`src/rtl/rcw_pkg.sv`:
```
// Package of constants and types for the channel reconfiguration word writer.
`default_nettype none
package rcw_pkg;

  // ----------------------------------------------------------------------
  // Widths and counts
  // ----------------------------------------------------------------------
  localparam int ADDR_W        = 6;   // Word address counter width.
  localparam int DATA_W        = 16;  // Reconfiguration word width.
  localparam int LAST_ADDR_DEF = 63;  // Default last word address.
  localparam int OC_CYCLES     = 16;  // Offset cancellation run length.
  localparam int WORD_CYCLES   = 16;  // Cycles to write one word.
  localparam int REG_AW        = 4;   // Register bus byte address width.
  localparam int INT_W         = 3;   // Number of interrupt events.

  // ----------------------------------------------------------------------
  // Register offsets
  // ----------------------------------------------------------------------
  localparam logic [REG_AW-1:0] REG_CTRL     = 4'h0;
  localparam logic [REG_AW-1:0] REG_STATUS   = 4'h4;
  localparam logic [REG_AW-1:0] REG_INT_STAT = 4'h8;
  localparam logic [REG_AW-1:0] REG_INT_MASK = 4'hc;

  // ----------------------------------------------------------------------
  // Field positions
  // ----------------------------------------------------------------------
  localparam int CTRL_WR_EN_BIT  = 0;  // Allows write requests.
  localparam int CTRL_ADR_CLR_BIT = 1; // Write one to clear the address.
  localparam int STAT_BUSY_BIT   = 0;
  localparam int STAT_DONE_BIT   = 1;
  localparam int STAT_OC_BIT     = 2;
  localparam int STAT_MODE_LSB   = 4;
  localparam int STAT_ADDR_LSB   = 8;
  localparam int INT_WORD_BIT    = 0;  // One word written.
  localparam int INT_SEQ_BIT     = 1;  // Whole sequence written.
  localparam int INT_REFUSE_BIT  = 2;  // Request refused.

  // ----------------------------------------------------------------------
  // Reset values
  // ----------------------------------------------------------------------
  localparam logic       CTRL_WR_EN_RST = 1'h1;
  localparam logic [2:0] INT_MASK_RST   = 3'h0;

  // ----------------------------------------------------------------------
  // Types
  // ----------------------------------------------------------------------
  typedef enum logic [2:0] {
    RCW_MODE_ANALOG  = 3'b000,
    RCW_MODE_CHANNEL = 3'b001
  } rcw_mode_e;

  typedef enum logic [1:0] {
    RCW_ST_IDLE  = 2'b00,
    RCW_ST_OCAN  = 2'b01,
    RCW_ST_WRITE = 2'b10
  } rcw_state_e;

endpackage : rcw_pkg

`default_nettype wire

```
`src/rtl/rcw_writer.sv`:
```
// Channel reconfiguration word writer with register port and interrupt.
//
// Contract
// - Mode code 000 is analog, the default.
// - Mode code 001 selects channel reconfiguration.
// - Mode select used only with several modes.
// - Address shows word, steps by one, wraps.
// - Wrap to zero marks all words written.
// - Address strobe pulses after each whole word.
// - Reset returns all registers, aborts writing; reset_i keeps oc_done, only por_i clears it.
// - Reset input serves channel reconfiguration build.
// - Done flag rises after all words.
// - Done clears itself when sequence restarts.
// - Outputs meaningful only in channel mode.
// - Reset does not rerun offset cancellation.
//
// Our own choices: strobed register access and the address map.
`timescale 1ns/1ps
`default_nettype none

module rcw_writer #(
  parameter int                      LAST_ADDR   = rcw_pkg::LAST_ADDR_DEF, // Last word address.
  parameter int                      WORD_CYCLES = rcw_pkg::WORD_CYCLES,   // Cycles per word.
  parameter int                      OC_CYCLES   = rcw_pkg::OC_CYCLES,     // Offset cancel length.
  parameter bit                      MULTI_MODE  = 1'b1,                   // Several modes built.
  parameter rcw_pkg::rcw_mode_e      FIXED_MODE  = rcw_pkg::RCW_MODE_CHANNEL // Mode if only one.
) (
  input  wire logic                        clk_sys_i,    // System clock, 20 MHz.
  input  wire logic                        reset_i,      // Controller reset, synchronous.
  input  wire logic                        por_i,        // Power-on reset, synchronous.
  input  wire logic [2:0]                  mode_sel_i,   // Mode select code.
  input  wire logic                        write_all_i,  // Word write request.
  input  wire logic [rcw_pkg::DATA_W-1:0]  data_i,       // Word to write.
  input  wire logic                        addr_clear_i, // Address counter clear.
  output logic      [rcw_pkg::ADDR_W-1:0]  addr_o,       // Current word address.
  output logic                             addr_en_o,    // Address changed strobe.
  output logic                             done_o,       // All words written.
  output logic                             busy_o,       // Controller busy.
  output logic                             chan_we_o,    // Word start to the channel.
  output logic      [rcw_pkg::ADDR_W-1:0]  chan_addr_o,  // Word address to the channel.
  output logic      [rcw_pkg::DATA_W-1:0]  chan_data_o,  // Word data to the channel.
  input  wire logic [rcw_pkg::REG_AW-1:0]  reg_addr_i,   // Register byte address.
  input  wire logic [31:0]                 reg_wdata_i,  // Register write data.
  input  wire logic                        reg_we_i,     // Register write strobe.
  input  wire logic                        reg_re_i,     // Register read strobe.
  output logic      [31:0]                 reg_rdata_o,  // Register read data.
  output logic                             irq_o         // Interrupt, active high level.
);

  // ----------------------------------------------------------------------
  // Elaboration checks
  // ----------------------------------------------------------------------

  // The address counter is six bits, so the last address must fit it.
  if (LAST_ADDR < 0 || LAST_ADDR > (1 << rcw_pkg::ADDR_W) - 1) begin : g_chk_last
    $error("LAST_ADDR does not fit the address counter.");
  end
  // Both run lengths need at least one cycle and must fit the counter.
  if (WORD_CYCLES < 1 || OC_CYCLES < 1 || WORD_CYCLES > 255 || OC_CYCLES > 255) begin : g_chk_cyc
    $error("Cycle counts must lie between 1 and 255.");
  end

  // ----------------------------------------------------------------------
  // Constants and declarations
  // ----------------------------------------------------------------------

  localparam int                     CNT_W    = 8;                           // Run counter width.
  localparam logic [rcw_pkg::ADDR_W-1:0] ADDR_LAST = rcw_pkg::ADDR_W'(LAST_ADDR); // Last address.
  localparam logic [CNT_W-1:0]       WORD_END = CNT_W'(WORD_CYCLES - 1);     // Last word cycle.
  localparam logic [CNT_W-1:0]       OC_END   = CNT_W'(OC_CYCLES - 1);       // Last cancel cycle.

  rcw_pkg::rcw_state_e             state;        // Controller state.
  rcw_pkg::rcw_state_e             next_state;   // Next controller state.
  rcw_pkg::rcw_mode_e              mode;         // Effective mode.
  logic [CNT_W-1:0]                cnt;          // Cycle counter of a run.
  logic                            oc_done;      // Offset cancellation finished.
  logic                            wr_en;        // Software write enable.
  logic [rcw_pkg::INT_W-1:0]       int_stat;     // Sticky event bits.
  logic [rcw_pkg::INT_W-1:0]       int_mask;     // Event mask.
  logic                            is_chan;      // Channel mode active.
  logic                            accept;       // Request taken this cycle.
  logic                            refuse;       // Request refused this cycle.
  logic                            word_end;     // Word write completes.
  logic                            oc_end;       // Offset cancellation completes.
  logic                            clr_addr;     // Address clear from any source.
  logic                            wr_ctrl;      // Write to the control register.
  logic [rcw_pkg::INT_W-1:0]       events;       // Events of this cycle.
  logic [31:0]                     rd_mux;       // Read data selection.

  // Advances a word address and wraps after the last one.
  function automatic logic [rcw_pkg::ADDR_W-1:0] step_addr(input logic [rcw_pkg::ADDR_W-1:0] a);
    if (a == ADDR_LAST) begin
      return '0;
    end
    return a + rcw_pkg::ADDR_W'(1);
  endfunction

  // ----------------------------------------------------------------------
  // Mode decode
  // ----------------------------------------------------------------------

  // Picks the mode from the select input or the fixed build choice.
  always_comb begin
    if (MULTI_MODE) begin
      mode = rcw_pkg::rcw_mode_e'(mode_sel_i);
    end else begin
      mode = FIXED_MODE;
    end
    unique case (mode)
      rcw_pkg::RCW_MODE_ANALOG: begin
        is_chan = 1'b0;
      end
      rcw_pkg::RCW_MODE_CHANNEL: begin
        is_chan = 1'b1;
      end
      default: begin
        // Undefined codes start no word writes.
        is_chan = 1'b0;
      end
    endcase
  end

  // ----------------------------------------------------------------------
  // Control decode
  // ----------------------------------------------------------------------

  // Derives the request, completion and clear conditions of the cycle.
  always_comb begin
    wr_ctrl  = reg_we_i && (reg_addr_i == rcw_pkg::REG_CTRL);
    // Only an idle controller in channel mode takes a word.
    accept   = (state == rcw_pkg::RCW_ST_IDLE) && write_all_i && is_chan && wr_en;
    refuse   = write_all_i && !accept;
    word_end = (state == rcw_pkg::RCW_ST_WRITE) && (cnt == WORD_END);
    oc_end   = (state == rcw_pkg::RCW_ST_OCAN) && (cnt == OC_END);
    clr_addr = addr_clear_i || (wr_ctrl && reg_wdata_i[rcw_pkg::CTRL_ADR_CLR_BIT]);
    events   = '0;
    events[rcw_pkg::INT_WORD_BIT]   = word_end;
    events[rcw_pkg::INT_SEQ_BIT]    = word_end && (addr_o == ADDR_LAST);
    events[rcw_pkg::INT_REFUSE_BIT] = refuse;
  end

  // ----------------------------------------------------------------------
  // State machine
  // ----------------------------------------------------------------------

  // Chooses the next state of the controller.
  always_comb begin
    next_state = state;
    unique case (state)
      rcw_pkg::RCW_ST_IDLE: begin
        if (accept) begin
          next_state = rcw_pkg::RCW_ST_WRITE;
        end
      end
      rcw_pkg::RCW_ST_OCAN: begin
        if (oc_end) begin
          next_state = rcw_pkg::RCW_ST_IDLE;
        end
      end
      rcw_pkg::RCW_ST_WRITE: begin
        if (word_end) begin
          next_state = rcw_pkg::RCW_ST_IDLE;
        end
      end
      default: begin
        // A lost code falls back to idle.
        next_state = rcw_pkg::RCW_ST_IDLE;
      end
    endcase
  end

  // Holds the state; after reset it reruns cancellation only if unfinished.
  always_ff @(posedge clk_sys_i) begin
    if (reset_i || por_i) begin
      state <= rcw_pkg::RCW_ST_OCAN;
    end else if (state == rcw_pkg::RCW_ST_OCAN && oc_done) begin
      state <= rcw_pkg::RCW_ST_IDLE;
    end else begin
      state <= next_state;
    end
  end

  // Counts the cycles of a word write or of offset cancellation.
  always_ff @(posedge clk_sys_i) begin
    if (reset_i || por_i) begin
      cnt <= '0;
    end else if (accept || next_state == rcw_pkg::RCW_ST_IDLE) begin
      cnt <= '0;
    end else begin
      cnt <= cnt + CNT_W'(1);
    end
  end

  // Remembers finished cancellation; the controller reset leaves it alone.
  always_ff @(posedge clk_sys_i) begin
    if (por_i) begin
      oc_done <= 1'b0;
    end else if (oc_end && !reset_i) begin
      oc_done <= 1'b1;
    end
  end

  // Shows busy while cancelling or writing.
  always_ff @(posedge clk_sys_i) begin
    if (reset_i || por_i) begin
      busy_o <= 1'b1;
    end else if (state == rcw_pkg::RCW_ST_OCAN && oc_done) begin
      busy_o <= 1'b0;
    end else begin
      busy_o <= (next_state != rcw_pkg::RCW_ST_IDLE);
    end
  end

  // ----------------------------------------------------------------------
  // Word address and completion
  // ----------------------------------------------------------------------

  // Steps the address after each word and pulses the strobe with it.
  always_ff @(posedge clk_sys_i) begin
    if (reset_i || por_i) begin
      addr_o    <= '0;
      addr_en_o <= 1'b0;
    end else if (word_end) begin
      // A clear in the same cycle still ends on zero.
      addr_o    <= clr_addr ? '0 : step_addr(addr_o);
      addr_en_o <= 1'b1;
    end else begin
      if (clr_addr) begin
        addr_o <= '0;
      end
      addr_en_o <= 1'b0;
    end
  end

  // Raises done after the last word; a restart at address zero drops it.
  always_ff @(posedge clk_sys_i) begin
    if (reset_i || por_i) begin
      done_o <= 1'b0;
    end else if (word_end && addr_o == ADDR_LAST) begin
      done_o <= 1'b1;
    end else if (accept && addr_o == '0) begin
      done_o <= 1'b0;
    end
  end

  // Hands the word and its address to the channel as a request is taken.
  always_ff @(posedge clk_sys_i) begin
    if (reset_i || por_i) begin
      chan_we_o   <= 1'b0;
      chan_addr_o <= '0;
      chan_data_o <= '0;
    end else begin
      chan_we_o <= accept;
      if (accept) begin
        chan_addr_o <= addr_o;
        chan_data_o <= data_i;
      end
    end
  end

  // ----------------------------------------------------------------------
  // Register file
  // ----------------------------------------------------------------------

  // Holds the software write enable.
  always_ff @(posedge clk_sys_i) begin
    if (reset_i || por_i) begin
      wr_en <= rcw_pkg::CTRL_WR_EN_RST;
    end else if (wr_ctrl) begin
      wr_en <= reg_wdata_i[rcw_pkg::CTRL_WR_EN_BIT];
    end
  end

  // Holds the interrupt mask.
  always_ff @(posedge clk_sys_i) begin
    if (reset_i || por_i) begin
      int_mask <= rcw_pkg::INT_MASK_RST;
    end else if (reg_we_i && reg_addr_i == rcw_pkg::REG_INT_MASK) begin
      int_mask <= reg_wdata_i[rcw_pkg::INT_W-1:0];
    end
  end

  // Sets sticky bits on events; a write of one clears, but a new event wins.
  always_ff @(posedge clk_sys_i) begin
    if (reset_i || por_i) begin
      int_stat <= '0;
    end else if (reg_we_i && reg_addr_i == rcw_pkg::REG_INT_STAT) begin
      int_stat <= (int_stat & ~reg_wdata_i[rcw_pkg::INT_W-1:0]) | events;
    end else begin
      int_stat <= int_stat | events;
    end
  end

  // Drives the interrupt while any unmasked sticky bit is set.
  always_ff @(posedge clk_sys_i) begin
    if (reset_i || por_i) begin
      irq_o <= 1'b0;
    end else begin
      irq_o <= |(int_stat & int_mask);
    end
  end

  // Selects read data; unmapped offsets read as zero.
  always_comb begin
    rd_mux = '0;
    unique case (reg_addr_i)
      rcw_pkg::REG_CTRL: begin
        rd_mux[rcw_pkg::CTRL_WR_EN_BIT] = wr_en;
      end
      rcw_pkg::REG_STATUS: begin
        rd_mux[rcw_pkg::STAT_BUSY_BIT] = busy_o;
        rd_mux[rcw_pkg::STAT_DONE_BIT] = done_o;
        rd_mux[rcw_pkg::STAT_OC_BIT]   = oc_done;
        rd_mux[rcw_pkg::STAT_MODE_LSB +: 3] = mode;
        rd_mux[rcw_pkg::STAT_ADDR_LSB +: rcw_pkg::ADDR_W] = addr_o;
      end
      rcw_pkg::REG_INT_STAT: begin
        rd_mux[rcw_pkg::INT_W-1:0] = int_stat;
      end
      rcw_pkg::REG_INT_MASK: begin
        rd_mux[rcw_pkg::INT_W-1:0] = int_mask;
      end
      default: begin
        rd_mux = '0;
      end
    endcase
  end

  // Presents read data in the cycle after the strobe only.
  always_ff @(posedge clk_sys_i) begin
    if (reset_i || por_i) begin
      reg_rdata_o <= '0;
    end else if (reg_re_i) begin
      reg_rdata_o <= rd_mux;
    end else begin
      reg_rdata_o <= '0;
    end
  end

endmodule : rcw_writer

`default_nettype wire

```
`config.mk`:
```
export PLATFORM = sky130hd
export DESIGN_NAME = rcw_writer
export DESIGN_NICKNAME = d
export VERILOG_FILES = /design/src/rtl/rcw_pkg.sv /design/src/rtl/rcw_writer.sv
export SDC_FILE = /design/constraint.sdc
export NUM_CORES = 1
export LEC_CHECK = 0
export BUFFER_PORTS_ARGS = -buffer_cell sky130_fd_sc_hd__buf_2
export CAP_MARGIN = 5
export CORE_MARGIN = 2
export CORE_UTILIZATION = 30
export CTS_CLUSTER_SIZE = 14
export DETAILED_ROUTE_END_ITERATION = 8
export GPL_TIMING_DRIVEN = 0
export PLACE_DENSITY = 0.62
export SYNTH_ARGS = -nofsm -noshare
export SYNTH_HDL_FRONTEND = slang
export SYNTH_SLANG_ARGS = --single-unit
```
`constraint.sdc`:
```
create_clock -name clk_sys_i -period 3.3 [get_ports clk_sys_i]
set_input_delay 0 -clock clk_sys_i [delete_from_list [all_inputs] [get_ports clk_sys_i]]
set_output_delay 0 -clock clk_sys_i [all_outputs]
set_load 0.02 [all_outputs]
```
==> results of run 1 <==
## sequential cells by signal, indices dropped and copies added, names as in the netlist
| signal | count |
|---|---|
| done_o | 1 |
| chan_data_o | 16 |
| addr_o | 6 |
| wr_en | 1 |
| oc_done | 1 |
| busy_o | 1 |
| int_mask | 3 |
| cnt | 8 |
| reg_rdata_o | 12 |
| chan_addr_o | 6 |
| addr_en_o | 1 |
| chan_we_o | 1 |
| state | 2 |
| irq_o | 1 |
| int_stat | 3 |
## metal layers
metal | GRT usage | share of wire | up-vias
li1 | - | - | 1070
met4 | 0.0713 | 0.020 | 0
met5 | 0 | 0 | -
met3 | 0.0415 | 0.087 | 11
met1 | 0.133 | 0.41 | 942
met2 | 0.230 | 0.48 | 93
## final timing paths
| kind | start | endpoint | slack, ps |
|---|---|---|---|
| setup / recovery | mode_sel_i[2] | int_stat[2] | 1040 |
| hold / removal | reg_addr_i[0] | reg_rdata_o[0] | 20 |
| setup reg to reg | state[1] | int_stat[2] | 1080 |
| hold reg to reg | cnt[0] | cnt[0] | 450 |
## logic make-up after synthesis
group                      count (synthesis)  share of synthesized area
AOI/OAI and AO/OA                         45                      0.144
xor gates and xnor gates                   8                     0.0284
adders and majority gates                  3                     0.0152
other                                      1                    0.00152
and+or+nand+nor                           80                      0.175
muxes                                      7                     0.0345
buffers and inverters                     33                     0.0908
DFF                                       63                      0.511
## cell usage in the layout (no fill, tap or decap), drive strengths merged, types with 2 or more instances in the layout
cell type	instances
nand4	4
and2	12
a22o	22
and3	3
a211o	2
nor4	2
mux2	2
xor2	4
nand3	6
nor3b	2
nand2	10
clkinv	3
dlygate4sd3	28
nor3	2
xnor2	4
a21oi	8
clkbuf	17
nand2b	3
dfxtp	63
mux2i	4
ha	3
o21ai	2
conb	20
nor2	25
a22oi	3
or3	2
inv	3
a21bo	2
or2	2
nor2b	3
buf	100
## through the flow
step / area [um2] / power, W / worst slack, ps / hold slack [ps] / utilization
CTS: 3510 / 0.00154 / 1060 / 8.96 / 0.434
global route: 3510 / 0.00159 / 987 / 54.7 / 0.434
global placement: 3040 / 0.000871 / 1470 / 185 / 0.376
detailed placement: 3040 / 0.000872 / 1440 / 188 / 0.376
floorplan: 2540 / 0.000845 / 1680 / 72.4 / -
finish: 3510 / 0.00152 / 1040 / 23.9 / 0.434
## report_power, final
part | switching, W | internal [W] | leakage [nW]
combinational | 0.0000546 | 0.0000627 | 1.02
sequential | 0.00000167 | 0.000763 | 0.508
clock | 0.000275 | 0.000366 | 0.100
## final cells by class
cell class | instances | area share
flip-flops and latches | 63 | 0.359
multi-input cells | 163 | 0.299
repair buffers | 103 | 0.187
plain buffers | 30 | 0.0605
clock buffers | 12 | 0.0413
well taps | 105 | 0.0374
clock inverters | 4 | 0.0128
inverters | 3 | 0.00320
## worst register-to-register path, cell delays in order (launching register included)
cell	delay, ps
dfxtp_1	350
or4_4	570
and2_1	180
buf_6	120
buf_6	140
a32o_1	190
dlygate4sd3_1	550
==> impl_metrics.json, run 1 <==
{
  "n_antenna_cell": 0,
  "drive_gt1_frac": 0.331,
  "synthDominantCellAreaShare": 0.511,
  "number_of_antenna_violations_at_the_first_check_in_global_routing": 0,
  "criticalPathCategory": "primary input to register",
  "setup.worst_path.end_class": "register",
  "setup_viol": 0,
  "design.die.area_um2": 8960,
  "maxCapViolCount": 0,
  "worst_margin_slew_ps": 861,
  "final_routed_drc_violation_total": 0,
  "synth-edff-count": 0,
  "yosysTopAreaCell": "dfxtp_1",
  "detail-route-antenna-nets": 0,
  "clock-skew-final_ps": 4.92,
  "reg2regPathDepth": 6,
  "synthDistinctLibCells": 44,
  "crit_family": "buffers and inverters",
  "clk_latency_ps": 340,
  "critPathMaxStageDelay_ps": 550,
  "avgViaCountPerCell": 4.38,
  "detailedPlacementHpwl_um": 3990,
  "cts-htree-levels": 3,
  "clock_path_buffers": 2,
  "stdcell_count": 483,
  "setup_tns_ps": 0,
  "synth_most_common_cell": "dfxtp_1",
  "cts.sink_count": 63,
  "irDropWorstVdd_v": 0.000216,
  "cpMaxStageDelayCell": "dlygate4sd3_1",
  "run_status": "complete, no violations",
  "start_kind": "primary input",
  "synth_seq_area_share": 0.511,
  "ys_warn_count": 0,
  "numPlacedInstances": 439,
  "mappedNetlistArea_um2": 2470,
  "holdPathStages": 4,
  "drt-initial-drc-count": 66,
  "proportion_of_register_bits_with_asynchronous_set_or_reset_after_synthesis": 0,
  "coreArea_um2": 8090,
  "worst_setup_hold_path_clk_slew_ps": 60,
  "syn_avg_cell_area_um2": 10.3,
  "port_buffers": 75,
  "wire_per_inst_um": 11.9,
  "rsz0062_at_grt": "false",
  "initial_core_util": 0.305,
  "regArea_um2": 1260,
  "vias_in_the_first_global_route": 1949,
  "area_delta_synth_final_pct": 42.5,
  "synthTopCellsByCount": "dfxtp_1 (63), nor2_1 (25), a22o_1 (22)",
  "grt_pass1_wl_um": 8840,
  "cts_setup_buffers": 0,
  "globalplace.congestion": 0.859,
  "cell_row_count": 33,
  "num_vias": 2116,
  "first_pass_iters": 4,
  "nFillCells": 801,
  "path_category_of_the_worst_min_delay_check": "primary input to register",
  "post-route-period-util": 0.686,
  "finalWirelength_um": 5770,
  "die_x_um": 94.7,
  "holdBufCountCts": 28,
  "required_ps": 3520,
  "die_h_um": 94.7,
  "synthTopCellsByArea": "dfxtp_1 (51%), a22o_1 (7.8%), buf_4 (6.1%)",
  "fin_nets": 438,
  "cp_num_buf_inv": 5,
  "finalWorstPathRequiredPeriod_ps": 2260,
  "syn-instance-count": 240,
  "hold_viol": 0,
  "power.density_cell_area_nw_per_um2": 433,
  "area_taken_by_multi_input_logic_gates_um2": 1050,
  "cts.repair.resized": 0,
  "synth_top_flop_cell": "dfxtp_1",
  "worst_ep_arrival_time_ps": 2490,
  "cts_root_buffer": "clkbuf_8",
  "crit_cells": 9,
  "grt_start_max_net_pins": 11,
  "grt_overflow": 0,
  "finalMaxSlewViolations": 0,
  "worst-path-max-fanout": 10,
  "cts_tree": "built",
  "power.static_leakage_nw": 1.63,
  "max_transition_margin": 0.425,
  "postSynthRegisterBits": 63,
  "grt_util_all_layers": 0.129,
  "num_io_pins": 127,
  "cts_made_buffers": 9,
  "clock.fmax_mhz": 442,
  "worstPathCellList": "dlygate4sd3_1, buf_2, nand2b_4, or4_4, and2_1, buf_6, buf_6, a32o_1, dlygate4sd3_1"
}
No activity file was read; power rests on OpenSTA's default activity.
==> run 2: changes to the inputs <==
- PLACE_DENSITY: 0.62 -> 0.64
- clock period: 3.3 -> 2 ns (I/O delays scaled with it)
==> run 2 against run 1 <==
Against the previous run:
- clock-buffer cell count unchanged
- highest routed layer unchanged
- critical path type is now register to register
- largest power group is now clock
- combinational power increased by 64%
- sequential share of layout area decreased by 0.57 points
- final area increased by 1.6%
- worst hold slack improved by 38 ps
==> impl_metrics.json, run 2 (synthesis gave the netlist of run 1 again) <==
{
  "detailedPlacementHpwl_um": 4060,
  "cts_root_buffer": "clkbuf_8",
  "grt_util_all_layers": 0.122,
  "maxCapViolCount": 0,
  "criticalPathCategory": "register to register",
  "number_of_antenna_violations_at_the_first_check_in_global_routing": 0,
  "n_antenna_cell": 0,
  "start_kind": "register",
  "worstPathCellList": "ha_1, and3_1, clkbuf_1, and2_1, clkbuf_1, or3_1, o2111ai_1",
  "cpMaxStageDelayCell": "dfxtp_1",
  "num_io_pins": 127,
  "die_h_um": 94.7,
  "critPathMaxStageDelay_ps": 350,
  "finalMaxSlewViolations": 0,
  "run_status": "complete, no violations",
  "first_pass_iters": 4,
  "clock-skew-final_ps": 6.52,
  "design.die.area_um2": 8960,
  "post-route-period-util": 0.918,
  "clock.fmax_mhz": 545,
  "reg.largest.list": "chan_data_o x16, reg_rdata_o x12, cnt x8",
  "wire_per_inst_um": 11.9,
  "holdPathStages": 4,
  "area_delta_synth_final_pct": 44.8,
  "grt_start_max_net_pins": 11,
  "cts.sink_count": 63,
  "worst-path-max-fanout": 8,
  "reg2regPathDepth": 7,
  "cts_tree": "built",
  "path_category_of_the_worst_min_delay_check": "primary input to register",
  "setup_tns_ps": 0,
  "irDropWorstVdd_v": 0.000395,
  "hold_viol": 0,
  "cts-htree-levels": 3,
  "finalWirelength_um": 5710,
  "final_routed_drc_violation_total": 0,
  "place_worst_setup_slack_ps": 130,
  "cts_setup_buffers": 0,
  "rsz0062_at_grt": "false",
  "path_common_cell": "clkbuf_1",
  "layout.cell_area.non_filler_um2": 3570,
  "nFillCells": 775,
  "drive_gt1_frac": 0.340,
  "largest_register": "chan_data_o",
  "setup.worst_path.end_class": "register",
  "setup_viol": 0,
  "required_ps": 2180,
  "initial_core_util": 0.305,
  "layout.cells.most_common": "buf_2",
  "die_x_um": 94.7,
  "cell_row_count": 33,
  "avgViaCountPerCell": 4.33,
  "clk_latency_ps": 330,
  "detailed_place.area_um2": 3040,
  "worst_ep_arrival_time_ps": 2020,
  "grt_pass1_wl_um": 8400,
  "cts_made_buffers": 9,
  "globalplace.congestion": 0.831,
  "port_buffers": 75,
  "final.hold.worst_slack_ps": 61.7,
  "drt-initial-drc-count": 76,
  "vias_in_the_first_global_route": 1853,
  "num_vias": 2085,
  "number_of_flip_flops_in_the_largest_register": 16,
  "detail-route-antenna-nets": 0,
  "worst_setup_hold_path_clk_slew_ps": 60,
  "coreArea_um2": 8090,
  "layout_common_cells": "buf_2 (77), dfxtp_1 (63), dlygate4sd3_1 (27)",
  "grt_overflow": 0,
  "fin_nets": 437,
  "power.static_leakage_nw": 1.65,
  "finalWorstPathRequiredPeriod_ps": 1840,
  "final.setup.worst_slack_ps": 164,
  "power.density_cell_area_nw_per_um2": 783,
  "clock_path_buffers": 2
}
## run 2: worst paths after layout
| check | start | to | slack, ps |
|---|---|---|---|
| setup / recovery | cnt[0] | busy_o | 160 |
| hold reg to reg | cnt[0] | cnt[0] | 440 |
| hold / removal | reg_addr_i[0] | reg_rdata_o[2] | 60 |
| setup reg to reg | cnt[0] | busy_o | 160 |
## run 2: worst max-delay path, delay by kind of cell, from the launching register on
kind                       cells  cell delay (ps)
DFF                            1              350
and+or+nand+nor                3              510
buffers and inverters          2              550
adders and majority gates      1              190
AOI/OAI and AO/OA              1              100
## run 2: per-layer routing
metal  vias up  wire, um  GRT usage
met2        81      2700      0.209
met5         -         0          0
met4         0        24     0.0435
li1       1069         -          -
met1       933      2520      0.135
met3         2       463     0.0535
## run 2: repair_timing
item | in CTS | in global routing
setup endpoints to repair | 0 | 18
hold buffers | 27 | 0
endpoints found under the hold margin | 31 | 0
gates resized for setup | 0 | 3
## run 2: power by group
part           total, W  switching, W  internal, W  leakage [nW]
Sequential      0.00126    0.00000279      0.00126         0.508
Combinational  0.000192     0.0000897     0.000102          1.02
Clock           0.00134      0.000454     0.000890         0.123
Total           0.00280      0.000546      0.00225          1.65
## run 2: layout make-up
type | instances | area, um2 | area share
plain buffers | 30 | 213 | 0.0596
clock buffers | 12 | 155 | 0.0434
repair buffers | 102 | 646 | 0.181
well taps | 105 | 131 | 0.0368
clock inverters | 3 | 90.1 | 0.0252
inverters | 3 | 11.3 | 0.00315
multi-input cells | 163 | 1060 | 0.298
flip-flops and latches | 63 | 1260 | 0.353
## run 2: stage by stage
stage / total power (W) / utilization / std cells
floorplan: 0.00139 / - / 259
global placement: 0.00144 / 0.376 / 439
detailed placement: 0.00144 / 0.376 / 439
CTS: 0.00282 / 0.440 / 481
global route: 0.00290 / 0.441 / 481
finish: 0.00280 / 0.441 / 481
